**config.mk**
```make
export PLATFORM = sky130hd
export DESIGN_NAME = ptc_top
export DESIGN_NICKNAME = d
export VERILOG_FILES = /design/src/rtl/ptc_pkg.sv /design/src/rtl/ptc_tick_if.sv /design/src/rtl/ptc_source.sv /design/src/rtl/ptc_counter.sv /design/src/rtl/ptc_top.sv
export VERILOG_INCLUDE_DIRS = /design/src /design/src/rtl
export SDC_FILE = /design/constraint.sdc
export NUM_CORES = 1
export LEC_CHECK = 0
export ABC_AREA = 1
export CAP_MARGIN = 30
export CORE_ASPECT_RATIO = 0.5
export CORE_MARGIN = 2
export CORE_UTILIZATION = 45
export CTS_BUF_LIST = sky130_fd_sc_hd__clkbuf_8
export CTS_CLUSTER_SIZE = 24
export DETAILED_ROUTE_END_ITERATION = 8
export DONT_BUFFER_PORTS = 1
export GPL_TIMING_DRIVEN = 0
export SLEW_MARGIN = 20
export SYNTH_ARGS = -nofsm -noshare
export SYNTH_HDL_FRONTEND = slang
export SYNTH_SLANG_ARGS = --single-unit
```
**constraint.sdc**
```tcl
create_clock -name clk -period 2.7 [get_ports clk]
set_clock_uncertainty 0.05 [all_clocks]
set_input_delay 0.27 -clock clk [delete_from_list [all_inputs] [get_ports clk]]
set_output_delay 0.27 -clock clk [all_outputs]
set_load 0.02 [all_outputs]
```
**src/rtl/ptc_cfg.svh**
```systemverilog
// Constants of the pulse time counter
`ifndef PTC_CFG_SVH
`define PTC_CFG_SVH
`define PTC_CNT_W        16
`define PTC_CNT_ZERO     16'h0000
`define PTC_CNT_ONE      16'h0001
`define PTC_PRE_W        4
`define PTC_DIV_W        16
`define PTC_FILT_W       15
`define PTC_NUM_CLK      4
`define PTC_NUM_PIN      4
`define PTC_CLK_PERIOD_NS 25
`endif

```
**src/rtl/ptc_pkg.sv**
```systemverilog
// Types of the pulse time counter
package ptc_pkg;
    typedef enum logic {
        PTC_CLOCK_COUNT_MODE = 1'b0,
        PTC_EDGE_COUNT_MODE  = 1'b1
    } ptc_mode_t;
    typedef enum logic [1:0] {
        PTC_ST_IDLE  = 2'b00,
        PTC_ST_RUN   = 2'b01,
        PTC_ST_MATCH = 2'b11
    } ptc_state_t;
endpackage : ptc_pkg

```
**src/rtl/ptc_tick_if.sv**
```systemverilog
// Tick carrier between the source stage and the counter
`timescale 1ns/1ps
interface ptc_tick_if;
    logic tick;
    logic active;
    modport src (output tick, output active);
    modport dst (input tick, input active);
endinterface : ptc_tick_if

```
**src/rtl/ptc_source.sv**
```systemverilog
// Source selection, prescaler and glitch filter
`timescale 1ns/1ps
`include "ptc_cfg.svh"
module ptc_source
    import ptc_pkg::*;
(
    input  wire logic                       clk,
    input  wire logic                       arst_n,
    input  wire logic                       enable,
    input  wire ptc_mode_t                  mode,
    input  wire logic [1:0]                 pulse_input_select,
    input  wire logic                       pulse_input_polarity,
    input  wire logic                       divider_bypass,
    input  wire logic [1:0]                 divider_clock_select,
    input  wire logic [`PTC_PRE_W-1:0]      prescale_value,
    input  wire logic [`PTC_NUM_CLK-1:0]    clock_sources,
    input  wire logic [`PTC_NUM_PIN-1:0]    pulse_inputs,
    ptc_tick_if.src                         tk
);
    logic                    clk_src;
    logic                    pin_lvl;
    logic                    src_lvl;
    logic                    src_d_reg;
    logic                    src_rise;
    logic [`PTC_DIV_W-1:0]   div_reg;
    logic [`PTC_DIV_W-1:0]   div_next;
    logic                    div_tick;
    logic [`PTC_FILT_W-1:0]  filt_reg;
    logic                    filt_lvl_reg;
    logic                    filt_d_reg;
    logic [`PTC_FILT_W:0]    filt_len;

    assign clk_src  = clock_sources[divider_clock_select];
    assign pin_lvl  = pulse_inputs[pulse_input_select] ^ pulse_input_polarity;
    assign src_lvl  = (mode == PTC_EDGE_COUNT_MODE) ? pin_lvl : clk_src;

    always_ff @(posedge clk or negedge arst_n) begin
        if (!arst_n) begin
            src_d_reg <= 1'b0;
        end else begin
            src_d_reg <= src_lvl;
        end
    end
    assign src_rise = src_lvl & ~src_d_reg;

    // Divider counts source rising edges; bit n toggles every 2^n edges
    assign div_next = div_reg + `PTC_DIV_W'(1);
    always_ff @(posedge clk or negedge arst_n) begin
        if (!arst_n) begin
            div_reg <= '0;
        end else if (!enable) begin
            div_reg <= '0;
        end else if (src_rise) begin
            div_reg <= div_next;
        end
    end
    // Bit n rising is one tick per 2^(n+1) edges
    assign div_tick = src_rise & ~div_reg[prescale_value] & div_next[prescale_value];

    // Filter: level must hold 2^n clocks; n=0 treated as 1 (unsupported)
    assign filt_len = (prescale_value == '0) ? (`PTC_FILT_W+1)'(2)
                    : ((`PTC_FILT_W+1)'(1) << prescale_value);
    always_ff @(posedge clk or negedge arst_n) begin
        if (!arst_n) begin
            filt_reg     <= '0;
            filt_lvl_reg <= 1'b0;
        end else if (!enable || pin_lvl == filt_lvl_reg) begin
            filt_reg <= '0;
        end else if ({1'b0, filt_reg} == filt_len - (`PTC_FILT_W+1)'(1)) begin
            filt_reg     <= '0;
            filt_lvl_reg <= pin_lvl;
        end else begin
            filt_reg <= filt_reg + `PTC_FILT_W'(1);
        end
    end
    always_ff @(posedge clk or negedge arst_n) begin
        if (!arst_n) begin
            filt_d_reg <= 1'b0;
        end else begin
            filt_d_reg <= filt_lvl_reg;
        end
    end

    always_comb begin
        if (divider_bypass) begin
            tk.tick = src_rise;
        end else if (mode == PTC_EDGE_COUNT_MODE) begin
            tk.tick = filt_lvl_reg & ~filt_d_reg;
        end else begin
            tk.tick = div_tick;
        end
    end
    assign tk.active = enable;
endmodule : ptc_source

```
**src/rtl/ptc_counter.sv**
```systemverilog
// Counter core with compare, flag and event outputs
`timescale 1ns/1ps
`include "ptc_cfg.svh"
module ptc_counter
    import ptc_pkg::*;
(
    input  wire logic                   clk,
    input  wire logic                   arst_n,
    input  wire logic                   free_run_select,
    input  wire logic [`PTC_CNT_W-1:0]  compare_value,
    input  wire logic                   flag_clear,
    ptc_tick_if.dst                     tk,
    output logic [`PTC_CNT_W-1:0]       counter_value,
    output logic                        compare_flag,
    output logic                        match_evt
);
    logic [`PTC_CNT_W-1:0] cnt_reg;
    logic                  flag_reg;

    assign match_evt = tk.active & tk.tick & (cnt_reg == compare_value);

    always_ff @(posedge clk or negedge arst_n) begin
        if (!arst_n) begin
            cnt_reg <= `PTC_CNT_ZERO;
        end else if (!tk.active) begin
            cnt_reg <= `PTC_CNT_ZERO;
        end else if (match_evt && !free_run_select) begin
            cnt_reg <= `PTC_CNT_ZERO;
        end else if (tk.tick) begin
            cnt_reg <= cnt_reg + `PTC_CNT_ONE;
        end
    end

    // New match wins over a clear in the same cycle
    always_ff @(posedge clk or negedge arst_n) begin
        if (!arst_n) begin
            flag_reg <= 1'b0;
        end else if (!tk.active) begin
            flag_reg <= 1'b0;
        end else if (match_evt) begin
            flag_reg <= 1'b1;
        end else if (flag_clear) begin
            flag_reg <= 1'b0;
        end
    end

    assign counter_value = cnt_reg;
    assign compare_flag  = flag_reg;

    a_disable_clears: assert property (@(posedge clk) disable iff (!arst_n)
        !tk.active |=> (cnt_reg == `PTC_CNT_ZERO) && !flag_reg)
        else $error("counter or flag not cleared while disabled");
    a_match_sets_flag: assert property (@(posedge clk) disable iff (!arst_n)
        match_evt |=> flag_reg)
        else $error("flag not set after match");
    a_wrap_to_zero: assert property (@(posedge clk) disable iff (!arst_n)
        match_evt && !free_run_select |=> cnt_reg == `PTC_CNT_ZERO)
        else $error("counter did not return to zero on match");
    a_free_run_inc: assert property (@(posedge clk) disable iff (!arst_n)
        tk.active && tk.tick && free_run_select
        |=> cnt_reg == $past(cnt_reg) + `PTC_CNT_ONE)
        else $error("free run counter did not advance");
    a_count_hold: assert property (@(posedge clk) disable iff (!arst_n)
        tk.active && !tk.tick |=> $stable(cnt_reg))
        else $error("counter moved without a tick");
    a_clear_flag: assert property (@(posedge clk) disable iff (!arst_n)
        flag_clear && !match_evt |=> !flag_reg)
        else $error("flag not cleared by software");
    a_flag_holds: assert property (@(posedge clk) disable iff (!arst_n)
        flag_reg && tk.active && !flag_clear |=> flag_reg)
        else $error("flag dropped on its own");
    // A tick in the start cycle would legally move the count
    a_range_ok: assert property (@(posedge clk) disable iff (!arst_n)
        $rose(tk.active) && !tk.tick ##1 (tk.active && !free_run_select && !tk.tick)[*2]
        |-> cnt_reg == `PTC_CNT_ZERO)
        else $error("counter not zero after start");
    a_range_bound: assert property (@(posedge clk) disable iff (!arst_n)
        tk.active && !free_run_select && cnt_reg <= compare_value
        |=> cnt_reg <= $past(compare_value))
        else $error("counter beyond compare period");

    c_match: cover property (@(posedge clk) disable iff (!arst_n) match_evt);
    c_clear_race: cover property (@(posedge clk) disable iff (!arst_n) match_evt && flag_clear);
    c_free_wrap: cover property (@(posedge clk) disable iff (!arst_n)
        free_run_select && tk.tick && cnt_reg == 16'hFFFF);
endmodule : ptc_counter

```
**src/rtl/ptc_top.sv**
```systemverilog
// Pulse time counter top level
`timescale 1ns/1ps
`include "ptc_cfg.svh"
module ptc_top
    import ptc_pkg::*;
(
    input  wire logic                       clk,
    input  wire logic                       arst_n,
    input  wire logic                       enable,
    input  wire ptc_mode_t                  mode,
    input  wire logic                       free_run_select,
    input  wire logic                       divider_bypass,
    input  wire logic [1:0]                 divider_clock_select,
    input  wire logic [`PTC_PRE_W-1:0]      prescale_value,
    input  wire logic [1:0]                 pulse_input_select,
    input  wire logic                       pulse_input_polarity,
    input  wire logic [`PTC_CNT_W-1:0]      compare_value,
    input  wire logic                       compare_irq_enable,
    input  wire logic                       dma_enable,
    input  wire logic                       flag_clear,
    input  wire logic [`PTC_NUM_CLK-1:0]    clock_sources,
    input  wire logic [`PTC_NUM_PIN-1:0]    pulse_inputs,
    output logic [`PTC_CNT_W-1:0]           counter_value,
    output logic                            compare_match_status,
    output logic                            trigger_out,
    output logic                            irq,
    output logic                            dma_req
);
    ptc_tick_if tk ();
    logic match_evt;
    logic trig_reg;
    logic dma_reg;

    ptc_source u_src (
        .clk                  (clk),
        .arst_n               (arst_n),
        .enable               (enable),
        .mode                 (mode),
        .pulse_input_select   (pulse_input_select),
        .pulse_input_polarity (pulse_input_polarity),
        .divider_bypass       (divider_bypass),
        .divider_clock_select (divider_clock_select),
        .prescale_value       (prescale_value),
        .clock_sources        (clock_sources),
        .pulse_inputs         (pulse_inputs),
        .tk                   (tk)
    );

    ptc_counter u_cnt (
        .clk             (clk),
        .arst_n          (arst_n),
        .free_run_select (free_run_select),
        .compare_value   (compare_value),
        .flag_clear      (flag_clear),
        .tk              (tk),
        .counter_value   (counter_value),
        .compare_flag    (compare_match_status),
        .match_evt       (match_evt)
    );

    // Registered so trigger and request line up with the flag
    always_ff @(posedge clk or negedge arst_n) begin
        if (!arst_n) begin
            trig_reg <= 1'b0;
        end else begin
            trig_reg <= match_evt;
        end
    end

    // Request held until the flag clears, like a level DMA request
    always_ff @(posedge clk or negedge arst_n) begin
        if (!arst_n) begin
            dma_reg <= 1'b0;
        end else if (!enable || !dma_enable) begin
            dma_reg <= 1'b0;
        end else if (match_evt) begin
            dma_reg <= 1'b1;
        end else if (flag_clear) begin
            dma_reg <= 1'b0;
        end
    end

    assign trigger_out = trig_reg;
    assign dma_req     = dma_reg;
    assign irq         = compare_match_status & compare_irq_enable;

    // Ticks are edges, so two matches never fall on adjacent cycles
    a_trig_pulse: assert property (@(posedge clk) disable iff (!arst_n)
        trigger_out |=> !trigger_out)
        else $error("trigger longer than one cycle");
    a_match_trig: assert property (@(posedge clk) disable iff (!arst_n)
        match_evt |=> trigger_out && compare_match_status)
        else $error("no trigger or flag after match");
    a_trig_flag: assert property (@(posedge clk) disable iff (!arst_n)
        trigger_out |-> compare_match_status)
        else $error("trigger without flag");
    a_dma_gated: assert property (@(posedge clk) disable iff (!arst_n)
        !dma_enable |=> !dma_req)
        else $error("dma request while disabled");
    a_irq_drop: assert property (@(posedge clk) disable iff (!arst_n)
        flag_clear && !match_evt && compare_irq_enable ##1 compare_irq_enable |-> !irq)
        else $error("irq stayed after clear");

    c_trig: cover property (@(posedge clk) disable iff (!arst_n) trigger_out && irq);
    c_dma: cover property (@(posedge clk) disable iff (!arst_n) dma_req);
endmodule : ptc_top

```
==> results of run 1 <==
[cell families (layout without fill, tap and decap cells)]
family | after synthesis | after routing | share of synthesized area
compound gates | 63 | 63 | 0.09198
xor+xnor | 29 | 29 | 0.06598
fa+ha+maj | 4 | 4 | 0.01300
buf+inv | 88 | 102 | 0.09750
flops | 53 | 53 | 0.3445
other cells | 1 | 1 | 0.0009740
simple gates | 341 | 341 | 0.3861
[layout make-up]
class,instances,area share
Clock buffer,5,0.01653
Clock inverter,3,0.004207
Tap cell,112,0.03365
Inverter,77,0.06941
Sequential cell,53,0.3188
Timing Repair Buffer,6,0.01683
Multi-Input combinational cell,438,0.5189
Buffer,11,0.02163
[metrics by stage]
stage	power (µW)	cells
finish	1523	705
global route	1618	705
CTS	1540	701
detailed placement	1046	691
global placement	1044	691
floorplan	995.4	579
[power by group]
group / switching, µW / internal [µW] / leakage (µW)
clock: 280 / 182 / 0.0000497
sequential: 13.7 / 803 / 0.000734
combinational: 156 / 88.9 / 0.00116
[what timing repair did]
item,CTS,global route
hold buffers,2,1
setup buffers,0,3
gates resized for setup,0,5
hold endpoints to repair,53,1
setup endpoints to repair,0,17
[final timing paths]
path	slack [ns]	cells after the start	from	to
max in group asynchronous	1.90	2	arst_n	u_src.div_reg[8]
max	0.29	17	u_src.div_reg[1]	u_cnt.counter_value[11]
min	0.06	3	flag_clear	u_cnt.compare_flag
max reg2reg	0.29	17	u_src.div_reg[1]	u_cnt.counter_value[11]
min in group asynchronous	0.41	2	arst_n	u_cnt.counter_value[4]
min reg2reg	0.42	1	u_src.filt_reg[0]	u_src.filt_reg[0]
[per-layer routing]
layer | vias up | global-route usage | share of wire
met5 | - | 0 | 0
met4 | 0 | 0.04444 | 0.0088
met3 | 8 | 0.05702 | 0.069
met2 | 83 | 0.3531 | 0.45
met1 | 1684 | 0.2868 | 0.47
li1 | 1881 | - | -
[synth_stat cells (2+ instances only)]
library cell / instances
nor3_1: 13
nand3_1: 59
nor2_4: 3
nor3b_1: 2
nand3b_1: 2
buf_2: 2
a211oi_1: 2
nand2_1: 163
inv_2: 3
nor2_1: 73
o22ai_1: 6
o21ai_0: 31
ha_1: 4
nand2_2: 6
nand2_4: 2
buf_4: 5
a21oi_1: 14
nand4_1: 10
xnor2_1: 8
nor4_1: 5
xor2_1: 21
a21oi_2: 2
o21a_1: 2
a31oi_1: 3
dfrtp_1: 53
clkbuf_1: 2
inv_1: 74
[worst max-delay path, stage by stage (launching register included)]
cell	delay, ns
dfrtp_1	0.40
ha_2	0.22
nand2_1	0.12
nor2_4	0.18
nand2_2	0.07
nand3_1	0.08
nand2_1	0.06
a21oi_2	0.09
nand3_1	0.08
a21oi_1	0.13
nand2_1	0.11
nand2_2	0.09
nand2_4	0.07
nand2_4	0.07
nand3_1	0.11
nand2_4	0.13
buf_6	0.16
nor2_1	0.06
==> summary.md, run 1 <==
* most frequent standard cell in the layout excluding fill and tap cells: nand2_1
* crit-path max FO: 10
* maximum operating frequency: 0.4141 GHz
* initial core utilization: 0.4727
* antenna violations before repair: 0
* CTS clk-pin slew, worst paths: 0.10 ns
* Fin Hold WS: 0.05789 ns
* DIE AREA: 9356 µm²
* area of the mapped netlist: 3850 µm²
* kind of end point of the critical path: flip-flop
* number of flops mapped to enable cells by yosys: 0
* Placement Rows: 23
* Mapped Nets: 625
* count of fill cells added during filler insertion: 870
* final count of negative-setup-slack endpoints: 0
* critical path start-end classification: flip-flop to flip-flop
* share of the synthesized area in the top cell type: 0.3445
* vias in the first global route: 3483
* number of iterations in the first detailed-routing pass: 4
* number of hold violations in the final report: 0
* count of nets after finishing: 638
* pins over their slew limit: 0
* headroom to the max-slew limit: 0.5931
* run status: completed
* maximum number of pins on one net before global-route repair: 54
* Syn-to-layout area delta: 8.157%
* actual transition at the worst max-transition pin: 0.6103 ns
* initial drt markers: 206
* Avg Synthesized Cell Area: 6.649 µm²
* final core utilization: 0.5113
* Sink Count: 53
* final routed wirelength across all metal layers: 9765 µm
* port buffer count: 0
* root cell of the clock tree: clkbuf_8
* area taken by flip-flops and latches: 1328 µm²
* layout cells sized above 1: 0.07083
* Arrival @ worst endpoint: 2.58 ns
* static leakage: 0.001944 µW
* Final ANT Viol Nets: 0
* post-synthesis instance total: 579
* Overall Global Routing Usage: 0.2152
* clock latency on the worst-skew pair: 0.33 ns
* Die X: 134.8 µm
* peak ir drop on the vdd network: 0.1630 mV
* footprint of the multi-input gates: 2161 µm²
* Ant. Diodes: 0
* number of clock buffers inserted by TritonCTS: 5
* Final TNS setup: 0 ns
* # Max-Cap Violations: 0
* Most used DFF post-synth: dfrtp_1
* DP Wirelength: 7354 µm
* count of different cell masters after synthesis: 36
* Die Height: 69.41 µm
* mean number of vias per cell: 5.186
* final estimated routing congestion in global placement: 0.8744
* most frequent cells in the layout: nand2_1, inv_1, nor2_1, nand3_1, dfrtp_1
* Final Instance Area: 4164 µm²
* final worst path period need: 2.415 ns
* total number of H-tree levels: 2
* Clock Path Buffers: 2
* Final period util: 0.8944
* Pwr per Cell Area: 365.8 nW/µm²
* sequential-to-total area share from yosys stat: 0.3445
* area leader, netlist: dfrtp_1
* detailed-route DRC error count: 0
* core region area: 8144 µm²
* worst min-delay path category: input port to flip-flop
* startpoint types: flip-flop
* # IOs: 62
* number of warnings printed during yosys synthesis: 0
* required arrival time at the worst endpoint: 2.87 ns
* share of synthesized flip-flops with an asynchronous set or reset: 1.000
* total via count in the routed design: 3656
* global-route congestion overflow total: 0
* area after detailed placement: 3990 µm²
* Post-Place Worst Slack: 0.004245 ns
* biggest area contributors in the synthesized netlist: dfrtp_1, nand2_1, nand3_1
* setup slack after layout: 0.2851 ns
* CTS tree: yes
* first-pass GRT wire length: 16260 µm
* number of flip-flops and latches in the synthesized netlist: 53
* mean routed wirelength per cell: 13.85 µm
Note: power is estimated with default switching activity, not from simulation.
==> run 2: changes to the inputs <==
PLACE_DENSITY_LB_ADDON = 0.05   (was default)
==> summary.md, run 2 (synthesis results as in run 1) <==
* DIE AREA: 9356 µm², unchanged
* R2R cell count: 17, unchanged
* number of iterations in the first detailed-routing pass: 4, unchanged
* global-route congestion overflow total: 0, unchanged
* headroom to the max-slew limit: 0.6093, +0.01622
* required arrival time at the worst endpoint: 2.88 ns, about the same
* maximum number of pins on one net before global-route repair: 54, unchanged
* Sink Count: 53, unchanged
* Final period util: 0.9020, +0.007602
* initial core utilization: 0.4727, unchanged
* port buffer count: 0, unchanged
* post-layout total power: 1651 µW, +8.4%
* maximum operating frequency: 0.4106 GHz, -0.84%
* kind of end point of the critical path: flip-flop
* final core utilization: 0.5138, +0.002458
* peak ir drop on the vdd network: 0.2373 mV, +46%
* CTS clk-pin slew, worst paths: 0.11 ns, about the same
* most frequent cells in the layout: nand2_1, inv_1, nor2_1, nand3_1, dfrtp_1
* area after detailed placement: 3990 µm², unchanged
* static leakage: 0.001947 µW, +0.17%
* total number of H-tree levels: 2, unchanged
* number of hold violations in the final report: 0, unchanged
* mean routed wirelength per cell: 13.79 µm, -0.47%
* Die X: 134.8 µm, unchanged
* CTS tree: yes
* Placement Rows: 23, unchanged
* total via count in the routed design: 3613, -1.2%
* DP Wirelength: 7288 µm, -0.89%
* critical path start-end classification: flip-flop to flip-flop
* crit path cell chain: ha_2, nand2_1, nor2_4, nand2_2, nand3_1, nand2_1, a21oi_2, nand3_1, a21oi_1, nand2_1, nand2_2, nand2_4, nand2_4, nand3_1, nand2_2, buf_6, nor2_1
* number of cells on the worst hold path: 3, unchanged
* number of clock buffers inserted by TritonCTS: 5, unchanged
* antenna violations before repair: 0, unchanged
* master of the slowest instance on the critical path: dfrtp_1
* startpoint of the lowest-slack hold path: flag_clear
* clock latency on the worst-skew pair: 0.33 ns, about the same
* detailed-route DRC error count: 0, unchanged
* worst min-delay path category: input port to flip-flop
* actual transition at the worst max-transition pin: 0.5860 ns, -0.02433 ns
* most frequent standard cell in the layout excluding fill and tap cells: nand2_1
* count of nets after finishing: 637, -0.16%
* FF-to-FF End: u_cnt.counter_value[15]
* Ant. Diodes: 0, unchanged
* Pwr per Cell Area: 394.7 nW/µm², +7.9%
* launching point of the worst reg2reg path: u_src.div_reg[1]
* Final Instance Area: 4184 µm², +0.48%
* final worst path period need: 2.435 ns, +0.02053 ns
* root cell of the clock tree: clkbuf_8
* final count of negative-setup-slack endpoints: 0, unchanged
* slack of the worst reg-to-reg path: 0.26 ns, -0.02 ns
* mean number of vias per cell: 5.132, -1.0%
* final estimated routing congestion in global placement: 0.8804, +0.69%
* Clock Path Buffers: 2, unchanged
* Syn-to-layout area delta: 8.677%
* Final ANT Viol Nets: 0, unchanged
* Die Height: 69.41 µm, unchanged
* pins over their slew limit: 0, unchanged
* run status: completed
* # IOs: 62, unchanged
* vias in the first global route: 3404, -2.3%
* destination of the worst hold path: u_cnt.compare_flag
* core region area: 8144 µm², unchanged
* Final TNS setup: 0 ns, unchanged
* layout cells sized above 1: 0.06926, -0.001570
* final routed wirelength across all metal layers: 9705 µm, -0.61%
* peak per-stage delay on the critical path: 0.41 ns, about the same
* Arrival @ worst endpoint: 2.62 ns, +0.04 ns
* crit-path max FO: 10, unchanged
* # Max-Cap Violations: 0, unchanged
* initial drt markers: 179, -13%
* first-pass GRT wire length: 16130 µm, -0.76%
* startpoint types: flip-flop
* Overall Global Routing Usage: 0.2142, -0.0009993
* Fin Hold WS: 0.05773 ns, -0.0001617 ns
[run 2: critical path: cells and delay by family, from the launching register on]
family	cells	cell delay (ns)
flip-flops	1	0.41
buffers and inverters	1	0.17
AO/OA/AOI/OAI	2	0.23
adder cells (fa/ha/maj)	1	0.23
AND/OR/NAND/NOR	13	1.25
[run 2: how the worst max path moves through the flow]
stage / slack [ns] / cells past startpoint / endpoint / start
finish: 0.26 / 17 / u_cnt.counter_value[15] / u_src.div_reg[1]
global route: -0.02 / 18 / u_cnt.counter_value[10] / u_src.div_reg[1]
CTS: 0.16 / 17 / u_cnt.counter_value[15] / u_src.div_reg[1]
detailed placement: 0.02 / 15 / u_src.filt_reg[14] / prescale_value[3]
global placement: 0.03 / 15 / u_src.filt_reg[8] / prescale_value[3]
floorplan: 0.48 / 15 / u_src.filt_reg[4] / prescale_value[3]
[run 2: layout make-up]
class / count / area (µm²)
repair buffers: 5 / 62.56
flip-flops and latches: 53 / 1326
clock buffers: 6 / 82.58
inverters: 77 / 289.0
fillers: 857 / 3960
well taps: 112 / 140.1
plain buffers: 11 / 90.09
clock inverters: 2 / 37.54
multi-input cells: 438 / 2156
[run 2: metal layers]
| metal | global-route usage | routed length (µm) | vias up |
|---|---|---|---|
| met5 | 0 | 0 | - |
| met4 | 0.04327 | 70 | 0 |
| met3 | 0.05994 | 707 | 6 |
| met2 | 0.3339 | 4249 | 94 |
| met1 | 0.2982 | 4678 | 1635 |
| li1 | - | - | 1878 |
[run 2: per-stage QoR]
step,cells,setup WS [ns]
2_1_floorplan,579,0.4822
3_3_place_gp,691,0.03468
3_5_place_dp,691,0.01850
4_1_cts,702,0.1615
5_1_grt,704,-0.02212
6_report,704,0.2646
[run 2: repair_timing]
item | in CTS | in global routing
hold buffers | 3 | 0
resized for setup | 0 | 3
endpoints found under the hold margin | 54 | 0
setup endpoints to repair | 0 | 11
setup buffers | 0 | 2
[run 2: power by group]
group / leakage [µW] / switching (µW) / internal, µW
Clock: 0.0000574 / 292 / 302
Sequential: 0.000736 / 14.0 / 803
Combinational: 0.00115 / 154 / 85.5
==> run 3: changes to the inputs <==
ABC_AREA = default   (was 1)
==> summary.md, run 3 <==
* launching instance or port of the critical path: u_src.div_reg[9]
* final count of negative-setup-slack endpoints: 16, +16
* Pwr per Cell Area: 349.7 nW/µm², -11%
* Final Instance Area: 4761 µm², +14%
* final worst path period need: 2.775 ns, +0.3397 ns
* crit path cell chain: and4_1, buf_2, and3_1, buf_2, a31oi_1, o21ai_1, a31oi_2, o22ai_4, buf_6, or4_4, a21oi_2
* Mapped Nets: 478, -24%
* most frequent standard cell in the layout excluding fill and tap cells: dfrtp_1
* Sink Count: 53, unchanged
* first-pass GRT wire length: 16720 µm, +3.6%
* total via count in the routed design: 3469, -4.0%
* count of nets after finishing: 532, -16%
* maximum number of pins on one net before global-route repair: 54, unchanged
* post-synthesis instance total: 432, -25%
* launching point of the worst reg2reg path: u_src.div_reg[9]
* kind of end point of the critical path: flip-flop
* DIE AREA: 9263 µm², -1.0%
* cell repeated most along the worst path: buf_2
* Avg Synthesized Cell Area: 8.819 µm², +33%
* initial core utilization: 0.4695, -0.003257
* startpoint types: flip-flop
* violations in the final reports: negative setup slack
* number of flip-flops and latches in the synthesized netlist: 53, unchanged
* peak per-stage delay on the critical path: 0.51 ns, +0.10 ns
* clock latency on the worst-skew pair: 0.32 ns, about the same
* final routed wirelength across all metal layers: 10370 µm, +6.8%
* final estimated routing congestion in global placement: 0.9027, +2.5%
* maximum operating frequency: 0.3603 GHz, -12%
* CTS tree: yes
* mean number of vias per cell: 5.791, +13%
* mean routed wirelength per cell: 17.31 µm, +26%
* number of hold violations in the final report: 0, unchanged
* Final period util: 1.028, +0.1258
* static leakage: 0.001825 µW, -6.2%
* global-route congestion overflow total: 0, unchanged
* final non-filler cell total: 599, -15%
* R2R cell count: 11, -6
* Final TNS setup: -0.8499 ns, -0.8499 ns
* number of clock buffers inserted by TritonCTS: 5, unchanged
* critical path start-end classification: flip-flop to flip-flop
* instance count after placement with tap cells included: 544, -21%
* Final ANT Viol Nets: 0, unchanged
* DP Wirelength: 6914 µm, -5.1%
* actual transition at the worst max-transition pin: 0.5001 ns, -0.08591 ns
* area after detailed placement: 3981 µm², -0.22%
* biggest area contributors in the synthesized netlist: dfrtp_1, xnor2_1, mux4_2
* area leader, netlist: dfrtp_1
* Die Height: 69.07 µm, -0.49%
* root cell of the clock tree: clkbuf_8
* master of the slowest instance on the critical path: or4_4
* most frequent cells in the layout: dfrtp_1, xnor2_1, buf_4, nand2_1, nand3_1
* total number of H-tree levels: 2, unchanged
* Overall Global Routing Usage: 0.2219, +0.007738
* Most used DFF post-synth: dfrtp_1
* vias in the first global route: 3436, +0.94%
* Post-Place Worst Slack: -0.7969 ns, -0.8154 ns
* # IOs: 62, unchanged
* initial drt markers: 168, -6.1%
* number of warnings printed during yosys synthesis: 0, unchanged
* leading cell type by number of instances after synthesis: dfrtp_1
* layout cells sized above 1: 0.2669, +0.1977
* port buffer count: 0, unchanged
* CTS clk-pin slew, worst paths: 0.11 ns, about the same
* FF-to-FF End: u_cnt.counter_value[15]
* total stage count of the critical path: 11, -6
* most used standard cells in the synthesized netlist: dfrtp_1, xnor2_1, nor2_1
* sequential-to-total area share from yosys stat: 0.3481, +0.003620
* peak ir drop on the vdd network: 0.2272 mV, -4.2%
* share of synthesized flip-flops with an asynchronous set or reset: 1.000, unchanged
* Clock Path Buffers: 2, unchanged
* Ant. Diodes: 0, unchanged
* pins over their slew limit: 0, unchanged
* required arrival time at the worst endpoint: 2.91 ns, +0.03 ns
* core region area: 8115 µm², -0.35%
* crit path buf inv count: 3, +2
* critical path capture point: u_cnt.counter_value[15]
* unrepaired setup endpoints after global routing: true
* Syn-to-layout area delta: 24.96%
* antenna violations before repair: 0, unchanged
* detailed-route DRC error count: 0, unchanged
* Arrival @ worst endpoint: 2.99 ns, +0.37 ns
* Crit path max-delay family: compound AO/OA/AOI/OAI gates
* worst min-delay path category: input port to flip-flop
* slack of the worst reg-to-reg path: -0.08 ns, -0.34 ns
* Die X: 134.1 µm, -0.51%
* Placement Rows: 23, unchanged
* setup slack after layout: -0.07513 ns, -0.3397 ns
* share of the synthesized area in the top cell type: 0.3481, +0.003620
* count of different cell masters after synthesis: 56, +56%
* number of iterations in the first detailed-routing pass: 5, +1
* # Max-Cap Violations: 0, unchanged
* headroom to the max-slew limit: 0.6655, +0.05620
* crit-path max FO: 8, -2
* run status: finished with violations
* number of flops mapped to enable cells by yosys: 0, unchanged
* area of the mapped netlist: 3810 µm², -1.0%
==> run 3: cell count changes after synthesis, sizes merged, moves of 15 or more <==
cell   before  now
or3         0   15
nand3      60   24
and2        0   19
xnor2       8   49
inv        77   11
nand2     171   25
nor2       77   32
==> run 3: what timing repair did <==
action	4_1_cts	5_1_grt
resized for setup	29	57
gates cloned	2	1
hold buffers	4	0
setup endpoints to repair	35	35
pin swaps	11	18
buffers inserted	26	16
endpoints found under the hold margin	55	0
==> run 3: how the worst min path moves through the flow <==
stage / from / endpoint / slack (ns) / cells after the start
2_1_floorplan: arst_n / dma_req / -0.08 / 0
3_3_place_gp: arst_n / u_src.filt_reg[10] / -0.07 / 0
3_5_place_dp: arst_n / u_src.filt_reg[10] / -0.07 / 0
4_1_cts: flag_clear / u_cnt.compare_flag / 0.04 / 2
5_1_grt: flag_clear / u_cnt.compare_flag / 0.04 / 2
6_report: flag_clear / u_cnt.compare_flag / 0.06 / 2
==> run 3: stage by stage <==
step / hold WS [ns] / util / power, µW
after floorplan: -0.07559 / - / 1013
after global placement: -0.07351 / 0.4906 / 1056
after detailed placement: -0.07389 / 0.4906 / 1062
after CTS: 0.04292 / 0.5463 / 1636
after global routing: 0.03810 / 0.5866 / 1750
final: 0.05942 / 0.5866 / 1665
==> run 3: kinds of logic (layout without fill, tap and decap cells) <==
logic type / Yosys count / after routing / synth area share
xor gates and xnor gates: 64 / 64 / 0.1491
AOI/OAI and AO/OA: 81 / 81 / 0.1373
adders and majority gates: 4 / 4 / 0.01314
DFF: 53 / 53 / 0.3481
and+or+nand+nor: 180 / 180 / 0.2588
muxes: 11 / 11 / 0.04860
other: 1 / 1 / 0.0009843
buffers and inverters: 38 / 93 / 0.04401
==> run 3: area by class of cell <==
type | count | area (µm²)
Buffer | 26 | 216.5
Clock buffer | 6 | 82.58
Clock inverter | 2 | 16.27
Fill cell | 738 | 3354
Inverter | 11 | 41.29
Multi-Input combinational cell | 341 | 2524
Sequential cell | 53 | 1330
Tap cell | 112 | 140.1
Timing Repair Buffer | 48 | 410.4
==> run 3: metal layers <==
layer,part of all wire,GRT usage,vias up
li1,-,-,1663
met1,0.45,0.2803,1703
met2,0.50,0.3897,90
met3,0.046,0.05592,13
met4,0.0095,0.04094,0
met5,0,0,-
==> run 3: report_power, final <==
part,switching (µW),leakage (µW),internal [µW]
clock,287,0.0000478,212
sequential,21.7,0.000731,806
combinational,178,0.00105,161
